[src/verilog/grf_pkg.sv]
// constants and types for the graphics port read flow control pair
// assumes one common clock shared by both ends
package grf_pkg;
   typedef enum logic [1:0] {
      GRF_MODE_1X = 2'h0,
      GRF_MODE_2X = 2'h1,
      GRF_MODE_4X = 2'h2
   } grf_mode_t;
   typedef enum logic [2:0] {
      GRF_ST_LOW_PRIORITY_READ = 3'h0,
      GRF_ST_HIGH_PRIORITY_READ = 3'h1,
      GRF_ST_LP_WRITE = 3'h2,
      GRF_ST_HP_WRITE = 3'h3,
      GRF_ST_REQ = 3'h7
   } grf_status_t;
   localparam int GRF_BLOCK_CLKS = 4;
   localparam int GRF_TP_OFFSET = 2;
   localparam int GRF_BYTES_1X_CLK = 4;
   localparam int GRF_BLOCK_1X = 16;
   localparam int GRF_BLOCK_2X = 32;
   localparam int GRF_BLOCK_4X = 64;
   localparam int GRF_SHORT_LEN = 8;
   localparam int GRF_PAIR_LEN_4X = 16;
endpackage : grf_pkg

[src/verilog/grf_if.sv]
// link between graphics master and corelogic (target plus arbiter)
// active low bus strobes are plain levels; no tri-state modelled
interface grf_if;
   logic gnt_n;
   grf_pkg::grf_status_t grant_status_code;
   logic trdy_n;
   logic irdy_n;
   logic read_buffer_full_n;
   logic [31:0] ad;
   modport master (
      input gnt_n, grant_status_code, trdy_n, ad,
      output irdy_n, read_buffer_full_n
   );
   modport corelogic (
      output gnt_n, grant_status_code, trdy_n, ad,
      input irdy_n, read_buffer_full_n
   );
endinterface : grf_if

[src/verilog/grf_fifo.sv]
// flip-flop fifo with valid/ready on both sides
// assumes single clock, async active-high reset
module grf_fifo #(
   parameter int WIDTH = 32,
   parameter int DEPTH = 8
) (
   // clock and reset
   input wire logic clk,
   input wire logic sys_rst,
   // write side
   input wire logic in_valid,
   output logic in_ready,
   input wire logic [WIDTH-1:0] in_data,
   // read side
   output logic out_valid,
   input wire logic out_ready,
   output logic [WIDTH-1:0] out_data,
   // occupancy
   output logic [$clog2(DEPTH+1)-1:0] free_words
);
   localparam int AW = $clog2(DEPTH);
   localparam int CW = $clog2(DEPTH+1);
   logic [WIDTH-1:0] mem_reg [DEPTH];
   logic [AW-1:0] wr_ptr_reg;
   logic [AW-1:0] rd_ptr_reg;
   logic [CW-1:0] count_reg;
   logic push;
   logic pop;
   assign in_ready = (count_reg != CW'(DEPTH));
   assign out_valid = (count_reg != '0);
   assign out_data = mem_reg[rd_ptr_reg];
   assign push = in_valid && in_ready;
   assign pop = out_valid && out_ready;
   assign free_words = CW'(DEPTH) - count_reg;
   always_ff @(posedge clk) begin
      if (push) begin
         mem_reg[wr_ptr_reg] <= in_data;
      end
   end
   always_ff @(posedge clk or posedge sys_rst) begin
      if (sys_rst) begin
         wr_ptr_reg <= '0;
         rd_ptr_reg <= '0;
         count_reg <= '0;
      end else begin
         if (push) begin
            wr_ptr_reg <= (wr_ptr_reg == AW'(DEPTH-1)) ? '0 : wr_ptr_reg + 1'b1;
         end
         if (pop) begin
            rd_ptr_reg <= (rd_ptr_reg == AW'(DEPTH-1)) ? '0 : rd_ptr_reg + 1'b1;
         end
         count_reg <= count_reg + CW'(push) - CW'(pop);
      end
   end
endmodule : grf_fifo

[src/verilog/grf_master.sv]
// graphics master end: read buffer, read_buffer_full_n and irdy throttling
// assumes corelogic keeps its arbiter duties; one clock for both ends
module grf_master #(
   parameter int DEPTH = 8
) (
   // clock and reset
   input wire logic clk,
   input wire logic sys_rst,
   // link
   grf_if.master link,
   // configuration
   input wire logic [1:0] mode,
   input wire logic [7:0] next_len_a,
   input wire logic [7:0] next_len_b,
   // consumer
   output logic rd_valid,
   input wire logic rd_ready,
   output logic [31:0] rd_data
);
   localparam int CW = $clog2(DEPTH+1);
   localparam int CW1 = CW + 1;
   logic [CW-1:0] free_words;
   logic fifo_in_ready;
   logic in_data_reg;
   logic wait_reg;
   logic resume_reg;
   logic tp_ok_reg;
   logic [3:0] phase_reg;
   logic [5:0] cnt_reg;
   logic [9:0] need_bytes;
   logic [9:0] free_bytes;
   logic [9:0] cap;
   logic [CW:0] room_sum;
   logic room;
   logic start;
   logic both_rdy;
   logic full_n_reg;
   logic irdy_n_reg;
   logic data_take;
   // a return starts on trdy when no return or wait is open
   assign start = !in_data_reg && !wait_reg && !resume_reg && !link.trdy_n;
   assign both_rdy = !link.trdy_n && !link.irdy_n;
   assign data_take = in_data_reg || start;
   // room when free words, plus one block if the consumer is draining, reach DEPTH
   assign room_sum = {1'b0, free_words} + (rd_ready ? CW1'(grf_pkg::GRF_BLOCK_CLKS) : '0);
   assign room = (room_sum >= CW1'(DEPTH));
   grf_fifo #(.WIDTH(32), .DEPTH(DEPTH)) u_fifo (
      .clk(clk),
      .sys_rst(sys_rst),
      .in_valid(data_take),
      .in_ready(fifo_in_ready),
      .in_data(link.ad),
      .out_valid(rd_valid),
      .out_ready(rd_ready),
      .out_data(rd_data),
      .free_words(free_words)
   );
   // high and low priority returns share this tracking
   always_ff @(posedge clk or posedge sys_rst) begin
      if (sys_rst) begin
         in_data_reg <= 1'b0;
         wait_reg <= 1'b0;
         resume_reg <= 1'b0;
         tp_ok_reg <= 1'b0;
         phase_reg <= '0;
         cnt_reg <= '0;
      end else if (start) begin
         in_data_reg <= (next_len_a[7:2] > 6'h01);
         cnt_reg <= next_len_a[7:2] - 6'h01;
         phase_reg <= 4'h1;
      end else if (in_data_reg) begin
         cnt_reg <= cnt_reg - 6'h01;
         phase_reg <= (phase_reg == 4'(grf_pkg::GRF_BLOCK_CLKS - 1)) ? '0 : phase_reg + 4'h1;
         if (phase_reg == 4'(grf_pkg::GRF_TP_OFFSET)) begin
            tp_ok_reg <= both_rdy;
         end
         if (cnt_reg == 6'h01) begin
            in_data_reg <= 1'b0;
         end else if (phase_reg == 4'(grf_pkg::GRF_BLOCK_CLKS - 1) && !tp_ok_reg) begin
            in_data_reg <= 1'b0;
            wait_reg <= 1'b1;
         end
      end else if (wait_reg) begin
         if (both_rdy) begin
            wait_reg <= 1'b0;
            resume_reg <= 1'b1;
         end
      end else if (resume_reg) begin
         resume_reg <= 1'b0;
         in_data_reg <= 1'b1;
         phase_reg <= '0;
      end
   end
   always_comb begin
      free_bytes = 10'(free_words) * 10'h004;
      need_bytes = 10'(next_len_a);
      cap = 10'(grf_pkg::GRF_BLOCK_1X);
      unique case (mode)
         2'(grf_pkg::GRF_MODE_2X): begin
            cap = 10'(grf_pkg::GRF_BLOCK_2X);
            if (next_len_a == 8'(grf_pkg::GRF_SHORT_LEN)) begin
               need_bytes = 10'(next_len_a) + ((10'(next_len_b) > cap) ? cap : 10'(next_len_b));
            end else begin
               need_bytes = (10'(next_len_a) > cap) ? cap : 10'(next_len_a);
            end
         end
         2'(grf_pkg::GRF_MODE_4X): begin
            cap = 10'(grf_pkg::GRF_BLOCK_4X);
            if (next_len_a == 8'(grf_pkg::GRF_SHORT_LEN) ||
                next_len_a == 8'(grf_pkg::GRF_PAIR_LEN_4X)) begin
               need_bytes = 10'(next_len_a) + ((10'(next_len_b) > cap) ? cap : 10'(next_len_b));
            end else begin
               need_bytes = (10'(next_len_a) > cap) ? cap : 10'(next_len_a);
            end
         end
         default: begin
            need_bytes = (10'(next_len_a) > cap) ? 10'(next_len_a) : cap;
         end
      endcase
   end
   // full when free bytes fall below need_bytes, which 1X mode raises to at least 16; never keyed to high priority
   always_ff @(posedge clk or posedge sys_rst) begin
      if (sys_rst) begin
         full_n_reg <= 1'b0;
      end else begin
         full_n_reg <= (free_bytes >= need_bytes);
      end
   end
   // throttle at block end when the buffer cannot take a block
   always_ff @(posedge clk or posedge sys_rst) begin
      if (sys_rst) begin
         irdy_n_reg <= 1'b1;
      end else if (start || (in_data_reg && phase_reg == '0)) begin
         irdy_n_reg <= !room;
      end else if (wait_reg && !both_rdy) begin
         irdy_n_reg <= !room;
      end else if (in_data_reg && phase_reg == 4'(grf_pkg::GRF_TP_OFFSET - 1)) begin
         irdy_n_reg <= irdy_n_reg;
      end else begin
         irdy_n_reg <= 1'b1;
      end
   end
   assign link.read_buffer_full_n = full_n_reg;
   assign link.irdy_n = irdy_n_reg;
endmodule : grf_master

[src/flat_wrapper.sv]
// flat-port wrapper written by rule: the top's interface ports become plain ports
module grf_master_flat 
#(
   parameter int DEPTH = 8
)
  (clk, sys_rst, mode, next_len_a, next_len_b, rd_valid, rd_ready, rd_data, link_gnt_n, link_grant_status_code, link_trdy_n, link_ad, link_irdy_n, link_read_buffer_full_n);
  grf_if link_i ();
  input wire logic clk;
  input wire logic sys_rst;
  input wire logic [1:0] mode;
  input wire logic [7:0] next_len_a;
  input wire logic [7:0] next_len_b;
  output logic rd_valid;
  input wire logic rd_ready;
  output logic [31:0] rd_data;
  input wire logic [$bits(link_i.gnt_n)-1:0] link_gnt_n;
  input wire logic [$bits(link_i.grant_status_code)-1:0] link_grant_status_code;
  input wire logic [$bits(link_i.trdy_n)-1:0] link_trdy_n;
  input wire logic [$bits(link_i.ad)-1:0] link_ad;
  output wire logic [$bits(link_i.irdy_n)-1:0] link_irdy_n;
  output wire logic [$bits(link_i.read_buffer_full_n)-1:0] link_read_buffer_full_n;
  assign link_i.gnt_n = link_gnt_n;
  assign link_i.grant_status_code = link_grant_status_code;
  assign link_i.trdy_n = link_trdy_n;
  assign link_i.ad = link_ad;
  assign link_irdy_n = link_i.irdy_n;
  assign link_read_buffer_full_n = link_i.read_buffer_full_n;
  grf_master #(.DEPTH(DEPTH)) u_core (.clk(clk), .sys_rst(sys_rst), .link(link_i), .mode(mode), .next_len_a(next_len_a), .next_len_b(next_len_b), .rd_valid(rd_valid), .rd_ready(rd_ready), .rd_data(rd_data));
endmodule
[config.mk]
export PLATFORM = sky130hd
export DESIGN_NAME = grf_master_flat
export DESIGN_NICKNAME = d
export VERILOG_FILES = /design/src/verilog/grf_pkg.sv /design/src/verilog/grf_if.sv /design/src/verilog/grf_fifo.sv /design/src/verilog/grf_master.sv /design/src/flat_wrapper.sv
export SDC_FILE = /design/constraint.sdc
export NUM_CORES = 1
export LEC_CHECK = 0
export BUFFER_PORTS_ARGS = -buffer_cell sky130_fd_sc_hd__buf_2
export CAP_MARGIN = 20
export CORE_MARGIN = 2
export CORE_UTILIZATION = 25
export CTS_BUF_LIST = sky130_fd_sc_hd__clkbuf_16
export CTS_CLUSTER_DIAMETER = 50
export DETAILED_ROUTE_END_ITERATION = 7
export GPL_ROUTABILITY_DRIVEN = 0
export PLACE_DENSITY = 0.51
export RECOVER_POWER = 25
export SYNTH_ARGS = -nofsm -noshare
export SYNTH_HDL_FRONTEND = slang
export SYNTH_SLANG_ARGS = --single-unit
[constraint.sdc]
create_clock -name clk -period 5.4 [get_ports clk]
set_input_delay 1.08 -clock clk [delete_from_list [all_inputs] [get_ports clk]]
set_output_delay 1.08 -clock clk [all_outputs]
set_load 0.05 [all_outputs]
Word-level counts from Yosys, hierarchy flattened
Memories as Yosys holds them, arrays and structs flattened.
Cells that the tools add are included.

storage, ports and cells
  output and inout port bits = 35
  bits in writable memories = 256
  input port bits = 58
  logic and storage cells = 114
  register bits = 26
  memories = 1

memories
  name                   depth  bits a word  read ports  clocked after Yosys merged registers in  write ports  RTL line        RTL
  u_core.u_fifo.mem_reg  8      32           1           0                                        1            grf_fifo.sv:23  logic [WIDTH-1:0] mem_reg [DEPTH];

cells by class
  order comparisons = 8
  add/subtract/negate cells = 11
  reduce and logical (&&, ||, !) cells = 29
  equality and inequality tests = 16
  bitwise operators = 2
  muxes and demuxes = 36

operator list
  cell                                                                   number
  8-bit 2-to-1 mux                                                       5
  8-bit by 10-bit adder with 10-bit output                               2
  10-bit 2-to-1 mux                                                      2
  4-bit 2-to-1 mux                                                       5
  10-bit one-hot mux with 2 select lines                                 1
  1-bit 2-to-1 mux                                                       18
  8-bit by 6-bit > comparator with 1-bit output, second input constant   2
  8-bit by 7-bit > comparator with 1-bit output, second input constant   2
  6-bit 2-to-1 mux                                                       2
  6-bit by 1-bit subtractor with 6-bit output, second input constant     2
  6-bit by 10-bit >= comparator with 1-bit output                        1
  1-bit logical AND                                                      10
  3-bit 2-to-1 mux                                                       3
  3-bit AND reduction                                                    3
  4-bit by 2-bit equality test with 1-bit output, second input constant  2
  8-bit by 4-bit equality test with 1-bit output, second input constant  1
  8-bit by 5-bit equality test with 1-bit output, second input constant  1
  8-bit by 5-bit > comparator with 1-bit output, second input constant   1
  1-bit logical NOT                                                      8
  3-bit by 1-bit adder with 3-bit output, second input constant          2
  3-bit equality test, second input constant                             2
  6-bit by 1-bit equality test with 1-bit output, second input constant  1
  6-bit by 1-bit > comparator with 1-bit output, second input constant   1
  2-bit inequality test, second input constant                           3
  other kinds (19)                                                       22

Longest topological paths before layout
  depth in word-level cells = 8
  gate-level depth with buffers = 19
  mapped depth without buffers = 19

Hierarchy
A second synthesis with hierarchy kept.

second synthesis, totals
  cell total of the unflattened synthesis = 711
  area total of the unflattened synthesis = 12428.2 sq um

by module, submodules not included
  module      area each (sq um)  instances  seq. area each (sq um)  cells an instance
  grf_fifo    10296.1            1          7937.6                  439
  grf_master  2132.0             1          401.6                   272

Least setup slack after synthesis
No wires, ideal clock.

  path kind = input to register
  start = input link_trdy_n
  end = memory u_core.u_fifo.mem_reg[0][0], enable pin
  setup slack = -0.069 ns
  stages = 5
  buffers on the path = 1
  arrival = 4.968 ns
  setup time = 0.501 ns
  required time = 4.899 ns
  path through = nor4_2 nor2_1 a21o_1 buf_2 nor4_1

on the way
  word-level cells in the longest chain between the ends = 6

ends and longest elaborated chain
  what                                    RTL line            RTL
  start, declared                         flat_wrapper.sv:18  input wire logic [$bits(link_i.trdy_n)-1:0] link_trdy_n;
  1-bit logical NOT                       grf_master.sv:41    assign start = !in_data_reg && !wait_reg && !resume_reg && !link.trdy_n;
  1-bit logical AND                       grf_master.sv:41
  1-bit logical OR                        grf_master.sv:43    assign data_take = in_data_reg || start;
  1-bit logical AND                       grf_fifo.sv:32      assign push = in_valid && in_ready;
  1-bit 2-to-1 mux                        grf_fifo.sv:36      if (push) begin
  1-bit 2-to-1 mux (not written as such)  grf_fifo.sv:37      mem_reg[wr_ptr_reg] <= in_data;
  end, declared                           grf_fifo.sv:23

Every way passes these cells.

Final worst setup path
  start = input next_len_b[7]
  end = register u_core.full_n_reg (netlist: u_core.link.read_buffer_full_n)

on the way
  word-level cells in the longest chain between the ends = 6

ends and longest elaborated chain
  what                                                                                                                   RTL line                              RTL
  start, declared                                                                                                        flat_wrapper.sv:12                    input wire logic [7:0] next_len_b;
  8-bit by 7-bit > comparator with 1-bit output / 8-bit by 6-bit > comparator with 1-bit output (equally long branches)  grf_master.sv:111, grf_master.sv:102
  8-bit 2-to-1 mux (on tied branches)                                                                                    grf_master.sv:111, grf_master.sv:102
  8-bit by 10-bit adder with 10-bit output (on tied branches)                                                            grf_master.sv:111, grf_master.sv:102
  10-bit 2-to-1 mux (on tied branches)                                                                                   grf_master.sv:109, grf_master.sv:101
  10-bit one-hot mux with 2 select lines *                                                                               grf_master.sv:98                      unique case (mode)
  6-bit by 10-bit >= comparator with 1-bit output *                                                                      grf_master.sv:126                     full_n_reg <= (free_bytes >= need_bytes);
  end signal, assigned                                                                                                   grf_master.sv:126
  end, declared                                                                                                          grf_master.sv:37                      logic full_n_reg;

Every way passes the cells marked *; elsewhere a longest branch is shown, timed or not.
A chain may end at the register's enable or synchronous reset.

==> impl_metrics.json <==
{
  "status": "finished, final reports clean",
  "synth_top_area_cell": "edfxtp_1",
  "area_delta_synth_final_pct": 18.5,
  "fmax_mhz": 239,
  "fin_area_sq_mm": 0.0148,
  "die_area_sq_mm": 0.0517,
  "rsz0062_at_grt": "false",
  "fill_cells": 4924,
  "grt_pass1_wl_microns": 40500,
  "placedCellCount": 1464,
  "ys_warn_count": 0,
  "largest_register_ffs": 256,
  "ys_types": 60,
  "ys_ff_latch": 282,
  "crit_arrival_ps": 4640,
  "cp_max_fo": 7,
  "max-slew-margin-rel_pct": 44.4,
  "path_clk_slew_ps": 60,
  "synth_ff_type": "edfxtp_1",
  "synth-edff-count": 256,
  "detail_route.wl_per_cell_microns": 17.4,
  "drv_slew": 0,
  "critPathKind": "primary input to register",
  "cts_root_buf": "clkbuf_16",
  "hold_path_class": "register to register",
  "synth_cells": 720,
  "cts_tree": "built",
  "synthTopCellsByArea": "edfxtp_1, mux4_2, dfrtp_1",
  "viasPerCell": 4.34,
  "drt-total-wl_microns": 26500,
  "start_util_pct": 25.4,
  "hold_ws_ps": 487,
  "antenna_found_initial": 4,
  "dr.pass1.iters": 4,
  "yosys.area.top_type_share_pct": 61.7,
  "grt-ovfl-total": 0,
  "post-cts-setup-buffers": 0,
  "cp.required_ps": 5850,
  "synth.most_common_cell": "edfxtp_1",
  "fin_skew_ps": 9.47,
  "fp-row-count": 81,
  "drt-initial-drc-count": 451,
  "first_global_vias": 6875,
  "place_hpwl_microns": 16500,
  "hold_violations": 0,
  "tightest_slew_ps": 833,
  "place_area_sq_mm": 0.0139,
  "finalNonFillerCells": 1521,
  "ir_drop_mv": 0.287,
  "synth_common_cells": "edfxtp_1, mux4_2, ha_1",
  "drcViolationCount": 0,
  "avgSynthCellArea_sq_um": 17.3,
  "antenna-diode-count": 0,
  "cp-end-kind": "register",
  "track_usage_pct": 10.3,
  "port_buffers": 88,
  "cts_hold_buf": 0,
  "worst_skew_pair.late_latency_ps": 550,
  "io_pins": 93,
  "drive_above_1_share_pct": 28.7,
  "min_period_ps": 4190,
  "max_cap_viol_count": 0,
  "final_util_pct": 30.1,
  "ctsHtreeMaxLevel": 1,
  "period_share_pct": 77.6,
  "p_leak_nw": 5.04,
  "dieHeight_microns": 227,
  "vias": 6607,
  "start_kind": "primary input",
  "fin_setup_tns_ps": 0,
  "clkSinkCount": 282,
  "clock_path_buffers": 3,
  "core_sq_mm": 0.0491,
  "yosysSeqAreaShare_pct": 66.9,
  "grt_max_degree": 47,
  "drt.antenna.violating_nets": 0,
  "async_flop_share_pct": 9.22,
  "p_per_area_mw_per_mm2": 561,
  "cts_buffers": 31,
  "die_x_microns": 227,
  "setup_viol": 0,
  "syn-cell-area_sq_mm": 0.0125,
  "post_cts_resized": 0,
  "fin_nets": 937
}
==> worst paths after layout <==
path | startpoint | end | slack, ps | cells past startpoint
max in group asynchronous | sys_rst | u_core.link.irdy_n | 4270 | 3
hold / removal | u_core.tp_ok_reg | u_core.tp_ok_reg | 490 | 2
min in group asynchronous | sys_rst | u_core.u_fifo.count_reg[1] | 580 | 2
hold reg to reg | u_core.tp_ok_reg | u_core.tp_ok_reg | 490 | 2
setup / recovery | next_len_b[7] | u_core.link.read_buffer_full_n | 1210 | 20
setup reg to reg | u_core.in_data_reg | u_core.u_fifo.mem_reg[3][8] | 2120 | 7
==> power by group <==
part           switching (W)  internal [W]
clock               0.000833       0.00110
sequential          0.000328       0.00287
combinational        0.00196       0.00121
==> area by class of cell <==
class	instances	area, sq um	area share [%]
clock inverter	26	166	1.13
sequential	282	8350	56.5
tap	664	831	5.62
multi-input combinational	381	3940	26.7
clock buffer	31	776	5.25
inverter	32	120	0.813
timing repair buffer	105	598	4.05
==> metrics by stage <==
step	setup slack [ps]	total power, W
after CTS	1180	0.00848
after global placement	717	0.00648
final	1210	0.00829
after floorplan	787	0.00561
after global routing	801	0.00879
after detailed placement	586	0.00651
==> metal layers <==
layer,vias up,global-route usage (%),share of wire [%]
li1,3084,-,-
met1,3357,12.7,43
met2,116,18.1,50
met3,42,2.36,5.3
met4,8,2.68,1.7
met5,-,0,0.20
==> placed cells by master (no fill, tap or decap), drive strengths merged, types with 3 or more instances in the layout <==
cell type,n
nor3,11
ha,43
a31oi,3
a21oi,19
buf,83
nor2b,6
nand2,29
a21o,7
a22o,3
o211ai,6
and2,11
inv,43
fa,3
xor2,11
conb,3
clkinv,12
o21ai,20
edfxtp,256
o21a,4
xnor2,8
o31ai,4
o22ai,4
nor4,3
nand3,8
mux2,35
nand2b,6
a32oi,5
dfrtp,25
clkbuf,53
mux4,64
nor2,32
==> cell families after synthesis <==
family / synth area share, %
compound gates: 4.96
flops: 66.9
mux: 14.8
buf+inv: 2.01
other cells: 0.0301
simple gates: 5.17
fa+ha+maj: 4.80
xor+xnor: 1.33
==> critical path, stage by stage <==
cell       delay (ps)
buf_2              90
nor2_1            280
inv_1             100
nor2_1            330
and2_1            190
ha_1              180
inv_1              60
fa_1              410
nor2b_1           160
o21ai_0            90
nand2_1            60
a31oi_1            90
o2bb2ai_1         150
a32o_1            210
ha_1              280
and4_1            210
o211ai_1          120
a221oi_2          190
o22ai_1           110
a311oi_1          230
Note: power is estimated with default switching activity, not from simulation.
